`config.mk`:
```
export PLATFORM = sky130hd
export DESIGN_NAME = wbc_burst_ctrl
export DESIGN_NICKNAME = d
export VERILOG_FILES = /design/src/core/wbc_delay_timer.v /design/src/core/wbc_burst_ctrl.v
export VERILOG_INCLUDE_DIRS = /design/src /design/src/core
export SDC_FILE = /design/constraint.sdc
export NUM_CORES = 1
export LEC_CHECK = 0
export BUFFER_PORTS_ARGS = -buffer_cell sky130_fd_sc_hd__buf_2
export CAP_MARGIN = 20
export CORE_MARGIN = 5
export CORE_UTILIZATION = 49
export DETAILED_ROUTE_END_ITERATION = 8
export PLACE_DENSITY = 0.89
export SYNTH_ARGS = -nofsm -noshare
export SYNTH_HDL_FRONTEND = slang
export SYNTH_SLANG_ARGS = --single-unit
```
`constraint.sdc`:
```
create_clock -name clk -period 3.4 [get_ports clk]
set_input_delay 0.34 -clock clk [delete_from_list [all_inputs] [get_ports clk]]
set_output_delay 0.34 -clock clk [all_outputs]
set_load 0.01 [all_outputs]
```
`src/core/wbc_regs.vh`:
```
// Constants for the waveform burst controller: sources, widths, timing.
// Assumes a 100 MHz clock and a phase accumulator supplied by the surrounding generator.
`ifndef WBC_REGS_VH
`define WBC_REGS_VH

// --------------------------------------------------------------
// Field widths
// --------------------------------------------------------------
`define WBC_PHASE_W      32
`define WBC_COUNT_W      20
`define WBC_DELAY_W      40
`define WBC_COUNT_MAX    20'hF_4240
`define WBC_COUNT_MIN    20'h0_0001

// --------------------------------------------------------------
// Trigger source codes
// --------------------------------------------------------------
`define WBC_SRC_EXT      2'h0
`define WBC_SRC_TIMER    2'h1
`define WBC_SRC_KEY      2'h2
`define WBC_SRC_REMOTE   2'h3

// --------------------------------------------------------------
// Timing: delay granularity and length of trigger-out pulse
// --------------------------------------------------------------
`define WBC_DELAY_STEP_PS 100
`define WBC_CLK_PERIOD_PS 10000
`define WBC_DELAY_STEPS_PER_CLK (`WBC_CLK_PERIOD_PS / `WBC_DELAY_STEP_PS)
`define WBC_DELAY_MAX_S  85
`define WBC_TOUT_LEN     4'h4

`endif

```
`src/core/wbc_delay_timer.v`:
```
// Trigger delay timer: counts a programmed interval in 100 ps units.
// Assumes clk at 100 MHz, so each clock subtracts one period's worth of steps.
`timescale 1ns/100ps
`default_nettype none
`include "wbc_regs.vh"

module wbc_delay_timer
(
   input  wire                     clk,       // System clock
   input  wire                     reset_n,   // Async reset, active low
   input  wire                     clk_en,    // Freezes state when low
   input  wire                     start,     // Load and begin timing
   input  wire [`WBC_DELAY_W-1:0]  delay,     // Interval in 100 ps steps
   output wire                     busy,      // Timing in progress
   output reg                      done       // One-cycle pulse at expiry
);

   // --------------------------------------------------------------
   // Remaining steps
   // --------------------------------------------------------------
   reg  [`WBC_DELAY_W-1:0] left_r;          // Steps still to wait
   reg                     run_r;           // Counting
   localparam [`WBC_DELAY_W-1:0] STEP = `WBC_DELAY_STEPS_PER_CLK;

   assign busy = run_r;

   // Countdown; resolution below one clock is rounded up to whole clocks
   always @(posedge clk or negedge reset_n)
   begin
      if (!reset_n)
      begin
         left_r <= {`WBC_DELAY_W{1'b0}};
         run_r  <= 1'b0;
         done   <= 1'b0;
      end
      else if (clk_en)
      begin
         done <= 1'b0;
         if (start)
         begin
            left_r <= delay;
            run_r  <= 1'b1;
         end
         else if (run_r)
         begin
            // Expire once the remainder fits in one clock
            if (left_r <= STEP)
            begin
               run_r <= 1'b0;
               done  <= 1'b1;
            end
            else
               left_r <= left_r - STEP;
         end
      end
   end

endmodule // wbc_delay_timer
`default_nettype wire

```
`src/core/wbc_burst_ctrl.v`:
```
// Burst controller: trigger selection, delay, counted and gated bursts.
// Assumes an external phase accumulator reports its phase and accepts
// run and restart-load controls from this block.
`timescale 1ns/100ps
`default_nettype none
`include "wbc_regs.vh"

module wbc_burst_ctrl
(
   input  wire                     clk,           // System clock
   input  wire                     reset_n,       // Async reset, active low
   input  wire                     clk_en,        // Freezes state when low
   input  wire                     burst_en,      // Burst function on
   input  wire                     gated_mode,    // 1 gated, 0 counted
   input  wire                     count_inf,     // Infinite burst count
   input  wire [`WBC_COUNT_W-1:0]  burst_count,   // Cycles per burst
   input  wire [1:0]               trig_src,      // Trigger source select
   input  wire                     ext_edge_fall, // 0 rising, 1 falling edge
   input  wire                     gate_pol_low,  // Gate true when pin low
   input  wire                     trig_out_en,   // Drive pin as trigger out
   input  wire                     tout_pol_fall, // 0 rising pulse, 1 falling
   input  wire [`WBC_DELAY_W-1:0]  trig_delay,    // Delay in 100 ps steps
   input  wire [15:0]              start_phase,   // Degrees scaled: 0..65535
   input  wire                     noise_sel,     // Noise waveform active
   input  wire                     timer_tick,    // Internal timer trigger
   input  wire                     key_trig,      // Manual key trigger
   input  wire                     remote_trig,   // Remote command trigger
   input  wire                     trig_pin_in,   // Trigger pin level
   output reg                      trig_pin_out,  // Trigger pin drive level
   output reg                      trig_pin_oe,   // Trigger pin drive enable
   input  wire [`WBC_PHASE_W-1:0]  acc_phase,     // Current accumulator phase
   input  wire                     acc_wrap,      // Accumulator crossed record end
   output reg                      acc_run,       // Accumulator advancing
   output reg                      acc_load,      // Load start phase pulse
   output reg  [`WBC_PHASE_W-1:0]  acc_load_val,  // Start phase as record point
   output reg  [`WBC_COUNT_W-1:0]  cycles_done,   // Cycles in current burst
   output wire                     burst_busy     // Burst or delay active
);

   // --------------------------------------------------------------
   // States, one-hot
   // --------------------------------------------------------------
   localparam [3:0] ST_IDLE  = 4'b0001;   // Waiting for trigger or gate
   localparam [3:0] ST_DELAY = 4'b0010;   // Trigger delay running
   localparam [3:0] ST_RUN   = 4'b0100;   // Emitting cycles
   localparam [3:0] ST_DRAIN = 4'b1000;   // Gate off, finishing cycle

   reg  [3:0]               state_r;       // Current state
   reg                      pin_d_r;       // Previous pin level for edges
   reg  [3:0]               tout_cnt_r;    // Trigger-out pulse length
   reg  [`WBC_PHASE_W-1:0]  prev_phase_r;  // Phase one clock ago
   wire                     dly_done;      // Delay expired
   wire                     ext_edge;      // Selected edge on pin
   wire                     trig_any;      // Trigger from selected source
   wire                     gate_true;     // Gate level true
   wire [`WBC_PHASE_W-1:0]  sp_point;      // Start phase as record point
   wire                     at_start;      // Accumulator crossed start phase
   wire                     count_hit;     // Final cycle completed

   // --------------------------------------------------------------
   // Trigger sources and gate level
   // --------------------------------------------------------------
   // Pin is only an input while trigger out is off
   assign ext_edge  = !trig_out_en &&
                      (ext_edge_fall ? (pin_d_r && !trig_pin_in)
                                     : (!pin_d_r && trig_pin_in));
   assign trig_any  = (trig_src == `WBC_SRC_EXT)   ? ext_edge :
                      (trig_src == `WBC_SRC_TIMER) ? timer_tick :
                      (trig_src == `WBC_SRC_KEY)   ? key_trig :
                                                     remote_trig;
   // Level, not edge, steers gated mode
   assign gate_true = !trig_out_en && (trig_pin_in ^ gate_pol_low);

   // --------------------------------------------------------------
   // Start phase mapping and crossing detection
   // --------------------------------------------------------------
   // Linear map: 0 is first point, full scale is end of record
   assign sp_point = {start_phase, 16'h0000};
   // A cycle ends when phase passes the start point, including wraps
   assign at_start = acc_wrap
                   ? ((prev_phase_r < sp_point) || (acc_phase >= sp_point))
                   : ((prev_phase_r < sp_point) && (acc_phase >= sp_point));
   assign count_hit = !count_inf && (cycles_done + 20'h0_0001 >= burst_count);
   assign burst_busy = !state_r[0];

   // --------------------------------------------------------------
   // Delay timer
   // --------------------------------------------------------------
   wbc_delay_timer wbc_delay_timer_inst
   (
      .clk     (clk),
      .reset_n (reset_n),
      .clk_en  (clk_en),
      .start   (state_r[0] && burst_en && !gated_mode && trig_any),
      .delay   (trig_delay),
      .busy    (),          // Unused: the delay state already tracks it
      .done    (dly_done)
   );

   // --------------------------------------------------------------
   // Main sequencer
   // --------------------------------------------------------------
   always @(posedge clk or negedge reset_n)
   begin
      if (!reset_n)
      begin
         state_r      <= ST_IDLE;
         pin_d_r      <= 1'b0;
         prev_phase_r <= {`WBC_PHASE_W{1'b0}};
         acc_run      <= 1'b0;
         acc_load     <= 1'b0;
         acc_load_val <= {`WBC_PHASE_W{1'b0}};
         cycles_done  <= {`WBC_COUNT_W{1'b0}};
      end
      else if (clk_en)
      begin
         pin_d_r      <= trig_pin_in;
         // A load makes the accumulator jump to the start point; taking the
         // old phase here would count that jump as a false crossing
         if (acc_load)
            prev_phase_r <= acc_load_val;
         else
            prev_phase_r <= acc_phase;
         acc_load     <= 1'b0;
         acc_load_val <= sp_point;
         case (state_r)
            ST_IDLE:
            begin
               // Output parked at start phase sample
               acc_run <= 1'b0;
               if (burst_en && gated_mode && gate_true)
               begin
                  acc_load <= 1'b1;
                  acc_run  <= 1'b1;
                  state_r  <= ST_RUN;
               end
               else if (burst_en && !gated_mode && trig_any)
                  state_r <= ST_DELAY;
            end
            ST_DELAY:
            begin
               // Further triggers fall through unseen here
               if (dly_done)
               begin
                  // Realign to start phase on each trigger
                  acc_load    <= 1'b1;
                  acc_run     <= 1'b1;
                  cycles_done <= {`WBC_COUNT_W{1'b0}};
                  state_r     <= ST_RUN;
               end
               else if (!burst_en)
                  state_r <= ST_IDLE;
            end
            ST_RUN:
            begin
               if (!burst_en)
               begin
                  acc_run <= 1'b0;
                  state_r <= ST_IDLE;
               end
               else if (gated_mode)
               begin
                  if (!gate_true && noise_sel)
                  begin
                     // Noise has no cycle; cut at once
                     acc_run <= 1'b0;
                     state_r <= ST_IDLE;
                  end
                  else if (!gate_true)
                     state_r <= ST_DRAIN;
               end
               else if (at_start && !acc_load)
               begin
                  // Infinite count never stops
                  if (count_hit)
                  begin
                     acc_run     <= 1'b0;
                     // Final cycle counts too, so the total reads back whole
                     cycles_done <= cycles_done + 20'h0_0001;
                     acc_load    <= 1'b1;
                     state_r     <= ST_IDLE;
                  end
                  else if (!count_inf)
                     cycles_done <= cycles_done + 20'h0_0001;
               end
            end
            ST_DRAIN:
            begin
               // Gate returning true mid-drain resumes the run
               if (gate_true && burst_en)
                  state_r <= ST_RUN;
               else if (at_start || !burst_en)
               begin
                  acc_run  <= 1'b0;
                  acc_load <= 1'b1;
                  state_r  <= ST_IDLE;
               end
            end
            default:
               state_r <= ST_IDLE;
         endcase
      end
   end

   // --------------------------------------------------------------
   // Trigger output pulse on the shared pin
   // --------------------------------------------------------------
   // Pulse marks the internal trigger moment, before any delay
   always @(posedge clk or negedge reset_n)
   begin
      if (!reset_n)
      begin
         tout_cnt_r   <= 4'h0;
         trig_pin_oe  <= 1'b0;
         trig_pin_out <= 1'b0;
      end
      else if (clk_en)
      begin
         trig_pin_oe <= trig_out_en;
         if (trig_out_en && state_r[0] && burst_en && !gated_mode && trig_any)
            tout_cnt_r <= `WBC_TOUT_LEN;
         else if (tout_cnt_r != 4'h0)
            tout_cnt_r <= tout_cnt_r - 4'h1;
         // Idle level opposite to pulse polarity
         trig_pin_out <= (tout_cnt_r != 4'h0) ^ tout_pol_fall;
      end
   end

endmodule // wbc_burst_ctrl
`default_nettype wire

```
==> flow_metrics.env <==
export IMPL_grt_max_degree=58
export IMPL_slew_viol_final=0
export IMPL_cts_buffer_depth=2
export IMPL_rsz0062_at_grt="yes"
export IMPL_period_needed_ns=3.42
export IMPL_vias_per_cell=5.74
export IMPL_grt_pass1_wl_um=31500
export IMPL_internal_power_w=0.00283
export IMPL_root_buffer="clkbuf_16"
export IMPL_globalplace_congestion=0.886
export IMPL_grt_pass1_vias=6635
export IMPL_hold_viol_final=0
export IMPL_port_buffers=166
export IMPL_wl_um=19200
export IMPL_hold_class="in -> reg"
export IMPL_critical_path_required_ns=3.64
export IMPL_detail_route_wl_per_cell_um=15.7
export IMPL_ant_nets=0
export IMPL_end_kind="flip-flop"
export IMPL_cts_inserted_buffers=9
export IMPL_antenna_found_initial=2
export IMPL_drive_gt1_share_pct=27.4
export IMPL_tightest_slew_ns=0.751
export IMPL_avgSynthCellArea_sq_um=8.80
export IMPL_maxCapViolCount=0
export IMPL_globalRouteOverflowTotal=0
export IMPL_pwr_share_comb_pct=31.0
export IMPL_setup_viol=2
export IMPL_std_cell_rows=45
export IMPL_swShare_pct=36.2
export IMPL_setup_ws_ns=-0.0166
export IMPL_initial_core_util_pct=49.8
export IMPL_pwr_share_clk_pct=25.4
export IMPL_leakage_nw=4.36
export IMPL_dieArea_sq_mm=0.0179
export IMPL_netlist_area_leader_share_pct=35.3
export IMPL_cts_sinks=107
export IMPL_synth_seq_area_share_pct=35.7
export IMPL_final_nets=1210
export IMPL_diodes=0
export IMPL_power_w=0.00444
export IMPL_dieWidth_um=134
export IMPL_critical_path_class="reg -> reg"
export IMPL_p_sw_w=0.00161
export IMPL_nFillCells=1302
export IMPL_synth_top_area_cell="dfrtp_1"
export IMPL_ir_worst_vdd_mv=0.357
export IMPL_post_cts_buffers=0
export IMPL_yosys_top_cells_area="dfrtp_1 35%, ha_1 9.2%, a21oi_1 5.4%"
export IMPL_finalNonFillerCells=1222
export IMPL_yosys_register_bits=107
export IMPL_seq_power_share_pct=43.6
export IMPL_cp_max_fo=5
export IMPL_io_pins=183
export IMPL_tritoncts="done"
export IMPL_netlist_instances=853
export IMPL_firstDrtPassIters=5
export IMPL_finalCritPeriodShare_pct=100
export IMPL_fin_skew_ns=0.0110
export IMPL_syn2layout_area_growth_pct=20.3
export IMPL_htreeDepth=3
export IMPL_vias=7016
export IMPL_synth_async_reset_ratio_pct=100
export IMPL_start_kind="flip-flop"
export IMPL_p_per_area_mw_per_mm2=491
export IMPL_worstPathArrival_ns=3.65
export IMPL_core_area_sq_mm=0.0151
export IMPL_path_clk_slew_ns=0.07
export IMPL_clock_latency_ns=0.35
export IMPL_slew_headroom_pct=49.9
export IMPL_netlist_area_sq_mm=0.00751
export IMPL_synth_main_ff_cell="dfrtp_1"
export IMPL_fmax_mhz=293
export IMPL_status="complete, but fails checks"
export IMPL_chipHeight_um=134
export IMPL_hpwl_um=14700
export IMPL_synth_edff_count=0
export IMPL_dp_cells=1205
export IMPL_synth_warnings=0
export IMPL_violations="setup timing"
export IMPL_dr_first_iter_drc_count=395
export IMPL_ys_types=80
export IMPL_drcViolationCount=0
export IMPL_grt_use_total_pct=21.0
-- routing by layer --
layer	up-vias	GRT usage (%)	part of all wire, %
met4	4	5.14	1.2
met1	3317	28.6	45
met3	26	3.83	6.2
met5	-	0	0.073
li1	3433	-	-
met2	236	34.8	48
-- path summary, 6_finish.rpt --
kind / slack (ns) / depth (start not counted) / startpoint / end
setup / recovery: -0.02 / 17 / cycles_done[1] / acc_run
hold / removal: 0.22 / 2 / trig_delay[0] / wbc_delay_timer_inst.left_r[0]
setup reg to reg: -0.02 / 17 / cycles_done[1] / acc_run
hold reg to reg: 0.49 / 2 / tout_cnt_r[0] / tout_cnt_r[0]
max in group asynchronous: 1.94 / 4 / reset_n / prev_phase_r[29]
min in group asynchronous: 0.47 / 2 / reset_n / wbc_delay_timer_inst.left_r[22]
-- area by class of cell --
type	count	area [sq um]	area share [%]
Clock buffer	9	225	2.49
Multi-Input combinational cell	654	4460	49.4
Inverter	54	203	2.24
Timing Repair Buffer	203	1140	12.6
Sequential cell	107	2680	29.7
Tap cell	188	235	2.60
Clock inverter	7	91.3	1.01
-- logic make-up (layout without fill, tap and decap cells) --
| group | after synthesis | in the layout | share of synthesized area [%] |
|---|---|---|---|
| fa+ha+maj | 55 | 55 | 9.17 |
| simple gates | 281 | 281 | 19.7 |
| mux | 43 | 43 | 6.13 |
| buf+inv | 107 | 273 | 6.77 |
| xor+xnor | 21 | 21 | 2.45 |
| flops | 107 | 107 | 35.7 |
| compound gates | 238 | 238 | 20.0 |
| other cells | 1 | 16 | 0.0499 |
-- cells in the mapped netlist (5+ instances only) --
cell type / count
dfrtp_1: 106
a21oi_1: 81
nor2_1: 73
ha_1: 55
nand2_1: 54
inv_1: 53
o21ai_0: 48
nand3_1: 27
mux2_2: 24
nor3_1: 21
and3_1: 20
mux2i_1: 19
o21ai_1: 19
buf_4: 18
xnor2_1: 18
clkbuf_1: 16
nor4_1: 16
nor3b_1: 15
a211o_1: 13
buf_2: 12
nand4_1: 10
a22oi_1: 8
a31oi_1: 8
a21o_1: 6
a22o_1: 6
nor2b_1: 6
o22ai_1: 5
-- cell usage in the layout (no fill, tap or decap), types with 4 or more instances in the layout --
| cell | synthesis | layout |
|---|---|---|
| a211o_1 | 13 | 13 |
| a21o_1 | 6 | 6 |
| a21oi_1 | 81 | 81 |
| a22o_1 | 6 | 6 |
| a22oi_1 | 8 | 8 |
| a31oi_1 | 8 | 8 |
| and3_1 | 20 | 18 |
| buf_2 | 12 | 165 |
| buf_4 | 18 | 35 |
| clkbuf_16 | 0 | 9 |
| conb_1 | 1 | 16 |
| dfrtp_1 | 106 | 105 |
| ha_1 | 55 | 54 |
| inv_1 | 53 | 53 |
| mux2_2 | 24 | 24 |
| mux2i_1 | 19 | 19 |
| nand2_1 | 54 | 54 |
| nand2b_1 | 4 | 4 |
| nand3_1 | 27 | 22 |
| nand3_2 | 1 | 5 |
| nand4_1 | 10 | 10 |
| nor2_1 | 73 | 69 |
| nor2_2 | 2 | 4 |
| nor2b_1 | 6 | 6 |
| nor3_1 | 21 | 20 |
| nor3_2 | 3 | 4 |
| nor3b_1 | 15 | 15 |
| nor4_1 | 16 | 16 |
| o211ai_1 | 4 | 4 |
| o21ai_0 | 48 | 48 |
| o21ai_1 | 19 | 19 |
| o221ai_1 | 4 | 4 |
| o22ai_1 | 5 | 5 |
| o2bb2ai_1 | 4 | 4 |
| or3_1 | 4 | 4 |
| xnor2_1 | 18 | 17 |
-- state kept, by name, indices dropped and copies added, names as in the netlist, 4 cells and up --
name / flops
acc_load_val: 16
prev_phase_r: 16
tout_cnt_r: 4
cycles_done: 20
state_r: 4
wbc_delay_timer_inst.left_r: 40
-- power groups by stage --
stage | clock network [W] | registers (W) | logic [W]
CTS | 0.00116 | 0.00192 | 0.00138
floorplan | 0 | 0.00187 | 0.00101
global placement | 0 | 0.00192 | 0.00132
global route | 0.00120 | 0.00199 | 0.00155
finish | 0.00113 | 0.00193 | 0.00138
detailed placement | 0 | 0.00194 | 0.00137
-- stage by stage --
step	util, %	worst slack [ns]	TNS [ns]	hold WS, ns	instance area, sq um
floorplan	-	0.0237	0	0.0444	7570
global placement	57.3	0.0376	0	0.318	8640
detailed placement	57.3	-0.0398	-0.0705	0.320	8640
CTS	59.7	0.00198	0	0.219	9010
global route	59.9	-0.256	-0.713	0.221	9040
finish	59.9	-0.0166	-0.0236	0.224	9040
-- timing repair --
item,4_1_cts,5_1_grt
endpoints found under the hold margin,33,0
pin swaps,14,13
hold buffers,1,0
gates resized for setup,8,7
setup endpoints to repair,3,4
-- critical path, cell delays in order (launching register included) --
cell	delay, ns
dfrtp_1	0.41
ha_2	0.21
nand3_2	0.08
nor2_2	0.10
nand3_2	0.10
nor2_2	0.11
and3_4	0.23
nand3_4	0.09
xnor2_2	0.16
ha_1	0.30
nand4_1	0.19
nor2_2	0.18
nand3_1	0.08
o211ai_1	0.28
a21oi_1	0.10
a31oi_1	0.22
o2111ai_1	0.16
mux2_2	0.29
No activity file was read; power rests on OpenSTA's default activity.
